===== src/ata_regs_pkg.sv =====
/*
 * Constants and carrier types for the task-file status, device control,
 * drive address and SMART sub-command block.
 * Assumes a single 50 MHz device clock and an active-low async reset.
 */
package ata_regs_pkg;

    // ======================================================================
    // Register offsets
    localparam logic [3:0] OFFSET_ERROR_FEATURE = 4'h1;
    localparam logic [3:0] OFFSET_SECTOR_COUNT  = 4'h2;
    localparam logic [3:0] OFFSET_SECTOR_NUMBER = 4'h3;
    localparam logic [3:0] OFFSET_CYL_LOW       = 4'h4;
    localparam logic [3:0] OFFSET_CYL_HIGH      = 4'h5;
    localparam logic [3:0] OFFSET_DRIVE_HEAD    = 4'h6;
    localparam logic [3:0] OFFSET_STATUS        = 4'h7;
    localparam logic [3:0] OFFSET_ALT_CONTROL   = 4'he;
    localparam logic [3:0] OFFSET_DRIVE_ADDRESS = 4'hf;

    // ======================================================================
    // Field positions
    localparam int CTRL_SOFT_RESET_BIT = 2;
    localparam int CTRL_INT_ENABLE_N_BIT = 1;
    localparam int ERROR_ABORT_BIT = 2;
    localparam int DRIVE_HEAD_DRV_BIT = 4;

    // ======================================================================
    // Reset values and codes
    localparam logic [7:0] ERROR_RESET     = 8'h00;
    localparam logic [7:0] ERROR_ABORT     = 8'h04;
    localparam logic [7:0] DRIVE_HEAD_RESET = 8'ha0;
    localparam logic [7:0] SMART_READ_DATA   = 8'hd0;
    localparam logic [7:0] SMART_READ_THRESH = 8'hd1;
    localparam logic [7:0] SMART_AUTOSAVE    = 8'hd2;
    localparam logic [7:0] SMART_ENABLE      = 8'hd8;
    localparam logic [7:0] SMART_DISABLE     = 8'hd9;
    localparam logic [7:0] SMART_RETURN_STAT = 8'hda;
    localparam logic [7:0] SIGNATURE_LOW     = 8'h4f;
    localparam logic [7:0] SIGNATURE_HIGH    = 8'hc2;
    localparam logic [7:0] AUTOSAVE_COUNT_A  = 8'h00;
    localparam logic [7:0] AUTOSAVE_COUNT_B  = 8'hf1;

    // ======================================================================
    // Carrier types
    typedef struct packed {
        logic       readStrobe;
        logic       writeStrobe;
        logic [3:0] address;
        logic [7:0] data;
    } hostBus_type;

    typedef struct packed {
        logic busy;
        logic ready;
        logic writeFault;
        logic transferRequest;
        logic correctedError;
        logic writeInProgress;
        logic drive0Active;
        logic drive1Active;
    } coreStatus_type;

endpackage


===== src/ata_status_control_smart.sv =====
/*
 * Task-file status, alternate status, device control and drive address
 * registers with SMART sub-command decode and interrupt request.
 * Assumes host strobes and bus arrive asynchronously on pins, and that the
 * media core runs on ref_clk and keeps the SMART state in non-volatile store.
 */
`timescale 1ns/1ps
`default_nettype none

module ata_status_control_smart #(
    parameter logic [7:0] SMART_COMMAND_CODE = 8'hb0
) (
    // Clock and reset
    input  wire logic                           ref_clk,
    input  wire logic                           nrst,
    // Host task-file pins
    input  wire ata_regs_pkg::hostBus_type      hostBus,
    output logic [7:0]                          hostDataOut,
    output logic                                hostDataOe,
    output logic                                interruptRequest,
    // Media core
    input  wire ata_regs_pkg::coreStatus_type   coreStatus,
    input  wire logic                           commandDone,
    input  wire logic                           commandFailed,
    input  wire logic [7:0]                     commandErrorCode,
    output logic                                commandStart,
    output logic [7:0]                          commandCode,
    output logic [7:0]                          featureCode,
    output logic                                softReset,
    // Non-volatile SMART state
    input  wire logic                           smartStored,
    output logic                                smartEnabled,
    output logic                                smartStoreWrite,
    output logic                                smartStoreValue
);

    // ======================================================================
    // Pin synchroniser
    ata_regs_pkg::hostBus_type syncFirst;
    ata_regs_pkg::hostBus_type syncSecond;
    logic                      readSeen;
    logic                      writeSeen;
    logic                      readPulse;
    logic                      writePulse;

    always_ff @(posedge ref_clk or negedge nrst) begin
        if (!nrst) begin
            syncFirst  <= '0;
            syncSecond <= '0;
            readSeen   <= 1'b0;
            writeSeen  <= 1'b0;
        end else begin
            syncFirst  <= hostBus;
            syncSecond <= syncFirst;
            readSeen   <= syncSecond.readStrobe;
            writeSeen  <= syncSecond.writeStrobe;
        end
    end

    assign readPulse  = syncSecond.readStrobe && !readSeen;
    assign writePulse = syncSecond.writeStrobe && !writeSeen;

    // ======================================================================
    // Task-file registers written by the host
    logic [7:0] feature;
    logic [7:0] sectorCount;
    logic [7:0] sectorNumber;
    logic [7:0] cylLow;
    logic [7:0] cylHigh;
    logic [7:0] driveHead;
    logic       interruptEnableN;
    logic       smartCommandWrite;

    always_ff @(posedge ref_clk or negedge nrst) begin
        if (!nrst) begin
            feature      <= '0;
            sectorCount  <= '0;
            sectorNumber <= '0;
            cylLow       <= '0;
            cylHigh      <= '0;
            driveHead    <= ata_regs_pkg::DRIVE_HEAD_RESET;
        end else if (writePulse && !coreStatus.busy) begin
            if (syncSecond.address == ata_regs_pkg::OFFSET_ERROR_FEATURE) begin
                feature <= syncSecond.data;
            end else if (syncSecond.address == ata_regs_pkg::OFFSET_SECTOR_COUNT) begin
                sectorCount <= syncSecond.data;
            end else if (syncSecond.address == ata_regs_pkg::OFFSET_SECTOR_NUMBER) begin
                sectorNumber <= syncSecond.data;
            end else if (syncSecond.address == ata_regs_pkg::OFFSET_CYL_LOW) begin
                cylLow <= syncSecond.data;
            end else if (syncSecond.address == ata_regs_pkg::OFFSET_CYL_HIGH) begin
                cylHigh <= syncSecond.data;
            end else if (syncSecond.address == ata_regs_pkg::OFFSET_DRIVE_HEAD) begin
                driveHead <= syncSecond.data;
            end
        end
    end

    // Device control: only soft reset and interrupt enable are kept
    always_ff @(posedge ref_clk or negedge nrst) begin
        if (!nrst) begin
            softReset        <= 1'b0;
            interruptEnableN <= 1'b0;
        end else if (writePulse && syncSecond.address == ata_regs_pkg::OFFSET_ALT_CONTROL) begin
            softReset        <= syncSecond.data[ata_regs_pkg::CTRL_SOFT_RESET_BIT];
            interruptEnableN <= syncSecond.data[ata_regs_pkg::CTRL_INT_ENABLE_N_BIT];
        end else if (softReset) begin
            interruptEnableN <= 1'b0;
        end
    end

    assign smartCommandWrite = writePulse && !coreStatus.busy && !softReset
                               && syncSecond.address == ata_regs_pkg::OFFSET_STATUS
                               && syncSecond.data == SMART_COMMAND_CODE;

    // ======================================================================
    // SMART sub-command decode
    logic signatureOk;
    logic localDone;
    logic localAbort;
    logic forwardSmart;

    assign signatureOk = cylLow == ata_regs_pkg::SIGNATURE_LOW
                         && cylHigh == ata_regs_pkg::SIGNATURE_HIGH;

    always_comb begin
        localDone    = 1'b0;
        localAbort   = 1'b0;
        forwardSmart = 1'b0;
        if (smartCommandWrite) begin
            case (feature)
                ata_regs_pkg::SMART_ENABLE,
                ata_regs_pkg::SMART_DISABLE: begin
                    localDone  = signatureOk;
                    localAbort = !signatureOk;
                end
                ata_regs_pkg::SMART_AUTOSAVE: begin
                    localDone = signatureOk && smartEnabled
                                && (sectorCount == ata_regs_pkg::AUTOSAVE_COUNT_A
                                    || sectorCount == ata_regs_pkg::AUTOSAVE_COUNT_B);
                    localAbort = !localDone;
                end
                ata_regs_pkg::SMART_READ_DATA,
                ata_regs_pkg::SMART_READ_THRESH,
                ata_regs_pkg::SMART_RETURN_STAT: begin
                    forwardSmart = smartEnabled;
                    localAbort   = !smartEnabled;
                end
                default: begin
                    localAbort = 1'b1;
                end
            endcase
        end
    end

    // SMART state loaded from store after reset, written back on each accepted enable or disable
    logic smartLoaded;

    always_ff @(posedge ref_clk or negedge nrst) begin
        if (!nrst) begin
            smartEnabled    <= 1'b0;
            smartLoaded     <= 1'b0;
            smartStoreWrite <= 1'b0;
            smartStoreValue <= 1'b0;
        end else begin
            smartStoreWrite <= 1'b0;
            if (!smartLoaded) begin
                smartLoaded  <= 1'b1;
                smartEnabled <= smartStored;
            end else if (localDone && feature != ata_regs_pkg::SMART_AUTOSAVE) begin
                smartEnabled    <= feature == ata_regs_pkg::SMART_ENABLE;
                smartStoreWrite <= 1'b1;
                smartStoreValue <= feature == ata_regs_pkg::SMART_ENABLE;
            end
        end
    end

    // ======================================================================
    // Command hand-off to the media core
    logic otherCommandWrite;

    assign otherCommandWrite = writePulse && !coreStatus.busy && !softReset
                               && syncSecond.address == ata_regs_pkg::OFFSET_STATUS
                               && syncSecond.data != SMART_COMMAND_CODE;

    always_ff @(posedge ref_clk or negedge nrst) begin
        if (!nrst) begin
            commandStart <= 1'b0;
            commandCode  <= '0;
            featureCode  <= '0;
        end else begin
            commandStart <= forwardSmart || otherCommandWrite;
            if (forwardSmart || otherCommandWrite) begin
                commandCode <= syncSecond.data;
                featureCode <= feature;
            end
        end
    end

    // ======================================================================
    // Error register, error flag and interrupt
    logic [7:0] errorCause;
    logic       errorFlag;
    logic       interruptPending;
    logic       completion;
    logic       statusRead;

    assign completion = localDone || localAbort || commandDone;
    assign statusRead = readPulse && syncSecond.address == ata_regs_pkg::OFFSET_STATUS;

    always_ff @(posedge ref_clk or negedge nrst) begin
        if (!nrst) begin
            errorCause <= ata_regs_pkg::ERROR_RESET;
            errorFlag  <= 1'b0;
        end else if (softReset) begin
            errorCause <= ata_regs_pkg::ERROR_RESET;
            errorFlag  <= 1'b0;
        end else if (localAbort) begin
            errorCause <= ata_regs_pkg::ERROR_ABORT;
            errorFlag  <= 1'b1;
        end else if (localDone || (commandDone && !commandFailed)) begin
            errorCause <= ata_regs_pkg::ERROR_RESET;
            errorFlag  <= 1'b0;
        end else if (commandDone) begin
            errorCause <= commandErrorCode;
            errorFlag  <= 1'b1;
        end
    end

    // Set wins over the clearing status read
    always_ff @(posedge ref_clk or negedge nrst) begin
        if (!nrst) begin
            interruptPending <= 1'b0;
        end else if (softReset) begin
            interruptPending <= 1'b0;
        end else if (completion && !interruptEnableN) begin
            interruptPending <= 1'b1;
        end else if (statusRead) begin
            interruptPending <= 1'b0;
        end
    end

    always_ff @(posedge ref_clk or negedge nrst) begin
        if (!nrst) begin
            interruptRequest <= 1'b0;
        end else begin
            interruptRequest <= interruptPending && !interruptEnableN;
        end
    end

    // ======================================================================
    // Read-back values
    logic [7:0] statusByte;
    logic [7:0] driveAddress;
    logic       readyFlag;
    logic       driveSelect;

    assign readyFlag   = coreStatus.ready && smartLoaded && !softReset;
    assign driveSelect = driveHead[ata_regs_pkg::DRIVE_HEAD_DRV_BIT];

    // Busy overrides: remaining bits are don't-care for the host
    assign statusByte = {coreStatus.busy || softReset,
                         readyFlag,
                         coreStatus.writeFault,
                         readyFlag,
                         coreStatus.transferRequest,
                         coreStatus.correctedError,
                         1'b0,
                         errorFlag};

    // Bit 7 left low; host is not expected to use this location
    assign driveAddress = {1'b0,
                           !coreStatus.writeInProgress,
                           ~driveHead[3:0],
                           !(coreStatus.drive1Active && driveSelect),
                           !(coreStatus.drive0Active && !driveSelect)};

    always_ff @(posedge ref_clk or negedge nrst) begin
        if (!nrst) begin
            hostDataOut <= '0;
            hostDataOe  <= 1'b0;
        end else begin
            hostDataOe <= syncSecond.readStrobe;
            if (syncSecond.address == ata_regs_pkg::OFFSET_STATUS
                || syncSecond.address == ata_regs_pkg::OFFSET_ALT_CONTROL) begin
                hostDataOut <= statusByte;
            end else if (syncSecond.address == ata_regs_pkg::OFFSET_DRIVE_ADDRESS) begin
                hostDataOut <= driveAddress;
            end else if (syncSecond.address == ata_regs_pkg::OFFSET_ERROR_FEATURE) begin
                hostDataOut <= errorCause;
            end else if (syncSecond.address == ata_regs_pkg::OFFSET_SECTOR_COUNT) begin
                hostDataOut <= sectorCount;
            end else if (syncSecond.address == ata_regs_pkg::OFFSET_SECTOR_NUMBER) begin
                hostDataOut <= sectorNumber;
            end else if (syncSecond.address == ata_regs_pkg::OFFSET_CYL_LOW) begin
                hostDataOut <= cylLow;
            end else if (syncSecond.address == ata_regs_pkg::OFFSET_CYL_HIGH) begin
                hostDataOut <= cylHigh;
            end else if (syncSecond.address == ata_regs_pkg::OFFSET_DRIVE_HEAD) begin
                hostDataOut <= driveHead;
            end else begin
                hostDataOut <= '0;
            end
        end
    end

endmodule

`default_nettype wire


===== config.mk =====
export PLATFORM = sky130hd
export DESIGN_NAME = ata_status_control_smart
export DESIGN_NICKNAME = d
export VERILOG_FILES = /design/src/ata_regs_pkg.sv /design/src/ata_status_control_smart.sv
export SDC_FILE = /design/constraint.sdc
export NUM_CORES = 1
export LEC_CHECK = 0
export BUFFER_PORTS_ARGS = -buffer_cell sky130_fd_sc_hd__buf_2
export CORE_MARGIN = 4
export CORE_UTILIZATION = 55
export CTS_CLUSTER_DIAMETER = 40
export DETAILED_ROUTE_END_ITERATION = 10
export GPL_ROUTABILITY_DRIVEN = 0
export HOLD_SLACK_MARGIN = 0.03
export PLACE_DENSITY_LB_ADDON = 0.3
export SKIP_LAST_GASP = 1
export SLEW_MARGIN = 20
export SYNTH_ARGS = -nofsm -noshare
export SYNTH_HDL_FRONTEND = slang
export SYNTH_SLANG_ARGS = --single-unit
export TNS_END_PERCENT = 5

===== constraint.sdc =====
create_clock -name ref_clk -period 3.7 [get_ports ref_clk]
set_input_delay 0.74 -clock ref_clk [delete_from_list [all_inputs] [get_ports ref_clk]]
set_output_delay 0.74 -clock ref_clk [all_outputs]
set_load 0.02 [all_outputs]

==> run_results.csv, run 1 <==
group,metric,value,unit
run_status,outcome,"finished, final reports clean",
synthesis,synth_largest_area_cell,"dfrtp_1",
synthesis,synth_edf_count,0,
setup_path,cp-start-kind,"flop",
power,irDropWorstVdd,0.2896,mV
floorplanning,coreArea,8678,sq um
floorplanning,rows,34,
cells_and_area,regArea,3005,sq um
cells_and_area,layout-drive-gt1-share,0.4018,
synthesis,synth-async-reset-ratio,1.000,
sta,tightest_slew,0.8574,ns
place,dp_hpwl,7401,um
job,cap_violations,0,
setup_path,arrival,2.89,ns
setup_path,timing.rr.end,"featureCode[0]",
setup_path,crit_buf_inv,0,
setup_path,slowest_stage,"dfrtp_1",
clock_tree,tritoncts,"yes",
setup_path,worst-setup-path-type,"reg2reg",
sta,finalClockSkew,0.005873,ns
route,viasPerCell,5.964,
synthesis,netlist_instances,356,
route,routed-via-count,3286,
clock_tree,clock-sinks,120,
clock_tree,htree_num_levels,4,
global_route,grt_max_degree,69,
power,combPwrFrac,0.093,
setup_path,crit_fanout,23,
synthesis,ys_types,57,
floorplanning,die_h,102.1,um
synthesis,syn-cell-area,4866,sq um
synthesis,synth-main-ff-cell,"dfrtp_1",
route,drtIter0Drc,288,
sta,final_hold_viol_count,0,
power,switchingPower,898.9,uW
global_route,grt_pass1_wl,18020,um
global_route,grt-ovfl-total,0,
floorplanning,start_util,0.5607,
cells_and_area,syn2layout_area_growth,20.55,%
setup_path,cpMostUsedCell,"nand2_1",
power,clock_power_share,0.448,
route,route.detailed.drc,0,
clock_tree,cts_buffers,17,
power,leakagePower,0.002808,uW
clock_tree,cts_setup_buffers,0,
clock_tree,cts_resized,0,
power,p_per_area,579.0,nW/um^2
route,drtAntennaViolNets,0,
sta,timing.slew.headroom,0.4278,
synthesis,ys_seq_area_frac,0.6176,
cells_and_area,utilization,0.6759,
cells_and_area,antenna_cells,0,
floorplanning,die_w,102.1,um
global_route,track_usage,0.2336,
power,p_int,2498,uW
route,drtPass1Iterations,5,
sta,rsz0062_at_grt,"no",
sta,fmaxAchievable,402.3,MHz
sta,drv_slew,0,
clock_tree,ctsHoldBuffers,0,
synthesis,ys_warn_count,0,
setup_path,cp.depth,5,
sta,min_period,2.486,ns
floorplanning,io_pins,66,
place,placed_area,5306,sq um
floorplanning,dieArea,10420,sq um
clock_tree,cts_root_buf,"clkbuf_8",
setup_path,reg2reg_slack,1.21,ns
global_route,antenna_found_initial,0,
setup_path,worstSetupEndpointType,"flop",
synthesis,syn_nets,391,
clock_tree,cts_buffer_depth,2,
route,drt-total-wl,11080,um
cells_and_area,fillCellCount,638,
hold_path,min_path_type,"in2async",
place,port_buffers,65,
route,wl_per_cell,20.11,um
synthesis,ys_ff_latch,120,
synthesis,yosys-top-cells-area,"dfrtp_1 (61%), mux2_2 (15%), mux2i_1 (2.7%)",
sta,fin_tns_setup,0,ns
setup_path,r2r_start,"syncSecond[9]",
cells_and_area,nNetsFinal,465,
setup_path,crit_start,"syncSecond[9]",
clock_tree,clk_pin_slew,0.06,ns
cells_and_area,final_area,5866,sq um
setup_path,max_stage_delay,0.75,ns
setup_path,reg2regPathDepth,5,
setup_path,cp_top_family,"simple AND/OR/NAND/NOR gates",
setup_path,crit_required,4.10,ns
setup_path,path_cells,"nand2_1 > nor3_1 > nand2_1 > nor2_2 > mux2_2",
synthesis,yosysTopAreaCellShare,0.6068,
cells_and_area,multiInputGateArea,1780,sq um
sta,setup_viol,0,
power,pwr-share-seq,0.459,
sta,period_share,0.6718,
global_route,grt_pass1_vias,3461,
power,p_sw_frac,0.2646,
synthesis,avgSynthCellArea,13.67,sq um
clock_tree,worst_skew_pair.late_latency,0.52,ns
layout make-up:
cell class,instances,area share
Tap cell,108,0.02304
Inverter,4,0.002560
Clock buffer,17,0.07061
Sequential cell,120,0.5124
Timing Repair Buffer,69,0.06314
Clock inverter,15,0.02474
Multi-Input combinational cell,218,0.3035
stage by stage:
step	setup WS, ns	total power, uW	hold WS, ns	instances
after floorplan	1.584	1747	0.3312	356
after global placement	1.316	1878	0.3317	519
after detailed placement	1.237	1892	0.3347	519
after CTS	1.178	3429	0.2661	551
after global routing	0.9641	3536	0.2888	551
final	1.214	3396	0.2612	551
sequential cells by signal, summed over array words and instances, names as in the netlist, 8 cells and up:
register      count
cylLow            8
commandCode       8
syncFirst        14
feature           8
syncSecond       14
cylHigh           8
featureCode       8
sectorCount       8
hostDataOut       8
sectorNumber      8
driveHead         8
errorCause        8
worst max path at each step:
stage | endpoint | slack, ns
global placement | commandCode[0] | 1.32
detailed placement | featureCode[7] | 1.24
global route | featureCode[0] | 0.96
CTS | featureCode[0] | 1.18
floorplan | smartEnabled | 1.58
finish | featureCode[0] | 1.21
power groups by stage:
stage | Combinational, uW | Sequential [uW] | Clock (uW)
after floorplan | 184 | 1560 | 0
after global placement | 306 | 1570 | 0
after detailed placement | 316 | 1580 | 0
after CTS | 320 | 1560 | 1550
after global routing | 347 | 1570 | 1610
final | 316 | 1560 | 1520
layer usage:
metal	GRT usage	wire length (um)
met3	0.08191	936
met5	0	0
met2	0.3723	5473
met4	0.08174	204
met1	0.2990	4468
layout by cell type, fill, tap and decap left out, types with 7 or more instances in the layout:
master	instances
nor2_1	19
nor3_1	12
a22oi_1	9
nand2b_1	7
mux2i_1	13
buf_2	64
nand2_1	13
mux2_2	65
dfrtp_1	118
a21oi_1	9
clkbuf_16	16
cell usage after synthesis, types with 4 or more instances:
cell type  instances
mux2i_1           13
dfrtp_1          118
nor3_1            12
buf_2              4
nand4_1            5
a21oi_1            9
nand2_1           13
a22oi_1            9
nor2_1            19
nor4b_1            4
clkbuf_1           7
o21ai_0            6
nand2b_1           7
mux2_2            65
a221oi_1           6
worst register-to-register path, stage by stage (launching register included):
cell     delay [ns]
dfrtp_1        0.75
nand2_1        0.20
nor3_1         0.23
nand2_1        0.10
nor2_2         0.67
mux2_2         0.43
cell families (layout without fill, tap and decap cells):
group | after synthesis | count (layout) | share of synthesized area
XOR/XNOR | 1 | 1 | 0.001800
other | 1 | 1 | 0.0007707
AND/OR/NAND/NOR | 89 | 89 | 0.1142
AO/OA/AOI/OAI | 49 | 49 | 0.07200
flip-flops | 120 | 120 | 0.6176
buffers and inverters | 18 | 105 | 0.01646
multiplexers | 78 | 78 | 0.1772
(Power assumes the default switching activity.)
==> inputs of run 2 (changes only) <==
--- a/config.mk
+++ b/config.mk
@@ -5,9 +5,10 @@
 export SDC_FILE = /design/constraint.sdc
 export NUM_CORES = 1
 export LEC_CHECK = 0
+export ABC_AREA = 1
 export BUFFER_PORTS_ARGS = -buffer_cell sky130_fd_sc_hd__buf_2
 export CORE_MARGIN = 4
-export CORE_UTILIZATION = 55
+export CORE_UTILIZATION = 51
 export CTS_CLUSTER_DIAMETER = 40
 export DETAILED_ROUTE_END_ITERATION = 10
 export GPL_ROUTABILITY_DRIVEN = 0
==> constraint.sdc (replaced) <==
create_clock -name ref_clk -period 2.2 [get_ports ref_clk]
set_input_delay 0.44 -clock ref_clk [delete_from_list [all_inputs] [get_ports ref_clk]]
set_output_delay 0.44 -clock ref_clk [all_outputs]
set_load 0.02 [all_outputs]
==> run 2 against run 1 <==
Effect of this change:
- synthesized area increased by 1.7%
- worst hold slack got worse by 0.071 ns
- global-route usage decreased by 0.50 points
- synthesized cell count increased by 51%
- total power increased by 73%
- combinational power increased by 110%
- count of clock-buffer cells in the layout increased by 4
- final cell count increased by 42%
- critical path depth increased by 5
- maximum frequency increased by 27%
- critical path type unchanged
- highest routed layer unchanged
==> run_results.csv, run 2 <==
group,metric,value,unit
route,routed-via-count,4154,
floorplanning,dieArea,11350,sq um
power,clock_power_share,0.449,
clock_tree,tritoncts,"yes",
synthesis,yosysTopAreaCellShare,0.5964,
cells_and_area,layout_common_cells,"nand2_1 (159), dfrtp_1 (118), buf_2 (64)",
synthesis,synth-compound-area-share,0.1150,
place,port_buffers,65,
cells_and_area,nNetsFinal,674,
synthesis,syn_nets,573,
synthesis,synth-async-reset-ratio,1.000,
sta,tightest_slew,0.5651,ns
synthesis,synth_edf_count,0,
synthesis,synth-xor-area-share,0,
cells_and_area,utilization,0.6669,
clock_tree,clk_pin_slew,0.06,ns
setup_path,cp-start-kind,"flop",
place,dp_hpwl,8355,um
power,combPwrFrac,0.110,
global_route,grt_pass1_wl,20200,um
power,leakagePower,0.003078,uW
route,drtAntennaViolNets,0,
clock_tree,cts_buffers,17,
setup_path,slowest_stage,"dfrtp_1",
synthesis,syn-cell-area,4951,sq um
floorplanning,coreArea,9328,sq um
setup_path,arrival,2.35,ns
clock_tree,clock-sinks,120,
synthesis,avgSynthCellArea,9.203,sq um
synthesis,synth-adder-area-share,0,
sta,fmaxAchievable,512.5,MHz
synthesis,synth_top_family_by_area,"simple AND/OR/NAND/NOR gates",
floorplanning,die_w,106.5,um
global_route,grt_pass1_vias,4032,
clock_tree,cts_root_buf,"clkbuf_8",
synthesis,ys_warn_count,0,
sta,finalClockSkew,0.008883,ns
sta,min_period,1.951,ns
synthesis,synth-simple-area-share,0.2300,
setup_path,worstSetupEndpointType,"flop",
sta,timing.slew.headroom,0.6198,
cells_and_area,antenna_cells,0,
floorplanning,io_pins,66,
clock_tree,htree_num_levels,4,
clock_tree,worst_skew_pair.late_latency,0.52,ns
synthesis,ys_ff_latch,120,
sta,final_hold_viol_count,0,
route,drtPass1Iterations,5,
setup_path,crit_required,2.60,ns
setup_path,path_cells,"inv_1 > nand4_1 > nor2_1 > nand3_1 > nand2_1 > nand2_1 > o21ai_2 > nand3_2 > nand3_1 > nand2_1",
synthesis,synth_most_common_cell,"nand2_1",
floorplanning,rows,35,
route,drtIter0Drc,297,
synthesis,ys_seq_area_frac,0.6070,
synthesis,synth_common_cells,"nand2_1 (159), dfrtp_1 (118), o21ai_0 (57), inv_1 (40), nand3_1 (38)",
clock_tree,ctsHoldBuffers,14,
cells_and_area,layout-drive-gt1-share,0.2147,
global_route,grt_max_degree,49,
setup_path,cp_top_family,"simple AND/OR/NAND/NOR gates",
power,p_sw_frac,0.2631,
synthesis,yosys-top-cells-area,"dfrtp_1 (60%), nand2_1 (12%), o21ai_0 (5.8%)",
synthesis,ys_types,34,
route,wl_per_cell,15.43,um
power,p_per_area,946.1,nW/um^2
sta,setup_viol,0,
setup_path,crit_buf_inv,1,
clock_tree,cts_buffer_depth,2,
synthesis,muxShareOfSynthArea,0,
run_status,outcome,"finished, final reports clean",
power,pwr-share-seq,0.440,
setup_path,worst-setup-path-type,"reg2reg",
route,drt-total-wl,12050,um
sta,period_share,0.8870,
route,viasPerCell,5.319,
synthesis,synth-main-ff-cell,"dfrtp_1",
power,switchingPower,1549,uW
sta,drv_slew,0,
global_route,track_usage,0.2286,
floorplanning,die_h,106.5,um
cells_and_area,syn2layout_area_growth,25.65,%
setup_path,crit_fanout,9,
sta,rsz0062_at_grt,"no",
setup_path,cpMostUsedCell,"nand2_1",
setup_path,max_stage_delay,0.37,ns
synthesis,synth_largest_area_cell,"dfrtp_1",
hold_path,min_path_type,"in2reg",
clock_tree,cts_resized,0,
global_route,antenna_found_initial,0,
global_route,grt-ovfl-total,0,
synthesis,netlist_instances,538,
route,route.detailed.drc,0,
clock_tree,cts_setup_buffers,0,
power,p_int,4337,uW
sta,fin_tns_setup,0,ns
job,cap_violations,0,
cells_and_area,mostFrequentLayoutCell,"nand2_1",
floorplanning,start_util,0.5308,
cells_and_area,largest_registers,"syncFirst x14, syncSecond x14",
power,irDropWorstVdd,0.4717,mV
run 2: cell count changes after synthesis, sizes merged, moves of 7 or more:
cell     change
mux2        -65
nor2        +26
nand2b       -7
nand3       +39
o2111ai      +9
nand2      +147
mux2i       -13
a22oi        -9
o21ai       +62
nor3        -11
inv         +44
run 2: area by class of cell:
cell class / count / area (sq um)
clock buffers: 21 / 449.2
clock inverters: 11 / 123.9
fillers: 726 / 3107
inverters: 49 / 183.9
multi-input cells: 360 / 1712
flip-flops and latches: 120 / 3005
well taps: 129 / 161.4
repair buffers: 91 / 585.6
run 2: logic make-up after synthesis:
kind of cell | count (synthesis)
other | 1
DFF | 120
AOI/OAI and AO/OA | 96
and+or+nand+nor | 263
buffers and inverters | 58
run 2: final timing paths:
path,cells after the start,slack (ns),end,start
max,10,0.25,errorCause[4],feature[5]
min,2,0.19,hostDataOut[6],coreStatus[2]
max reg2reg,10,0.25,errorCause[4],feature[5]
min reg2reg,0,0.35,syncSecond[11],syncFirst[11]
max in group asynchronous,3,1.12,driveHead[5],nrst
min in group asynchronous,2,0.44,featureCode[0],nrst
run 2: through the flow:
stage          setup slack (ns)  cells  cell area [sq um]  hold slack (ns)  power [uW]
6_report                 0.2486    781               6221           0.1900        5886
4_1_cts                  0.3023    780               6211          0.03338        5905
3_5_place_dp             0.3108    734               5498           0.3347        3239
5_1_grt                  0.1332    781               6221           0.1790        6140
2_1_floorplan            0.6255    538               4951           0.1444        2957
3_3_place_gp             0.3506    734               5498           0.3323        3216
run 2: worst register-to-register path: cells and delay by family (launching register included):
| family | cells | cell delay [ns] |
|---|---|---|
| AO/OA/AOI/OAI | 1 | 0.21 |
| buffers and inverters | 1 | 0.09 |
| flip-flops | 1 | 0.37 |
| AND/OR/NAND/NOR | 8 | 1.15 |
run 2: per-layer routing:
| metal | wire length [um] | track usage | share of wire |
|---|---|---|---|
| met5 | 0 | 0 | 0 |
| met4 | 214 | 0.08128 | 0.018 |
| met3 | 857 | 0.05464 | 0.071 |
| met2 | 5890 | 0.3638 | 0.49 |
| met1 | 5088 | 0.3083 | 0.42 |
run 2: power groups by stage:
stage | clock network (uW) | logic (uW) | registers, uW
floorplan | 0 | 311 | 2650
global placement | 0 | 604 | 2610
detailed placement | 0 | 623 | 2620
CTS | 2670 | 650 | 2590
global route | 2800 | 729 | 2620
finish | 2640 | 649 | 2590
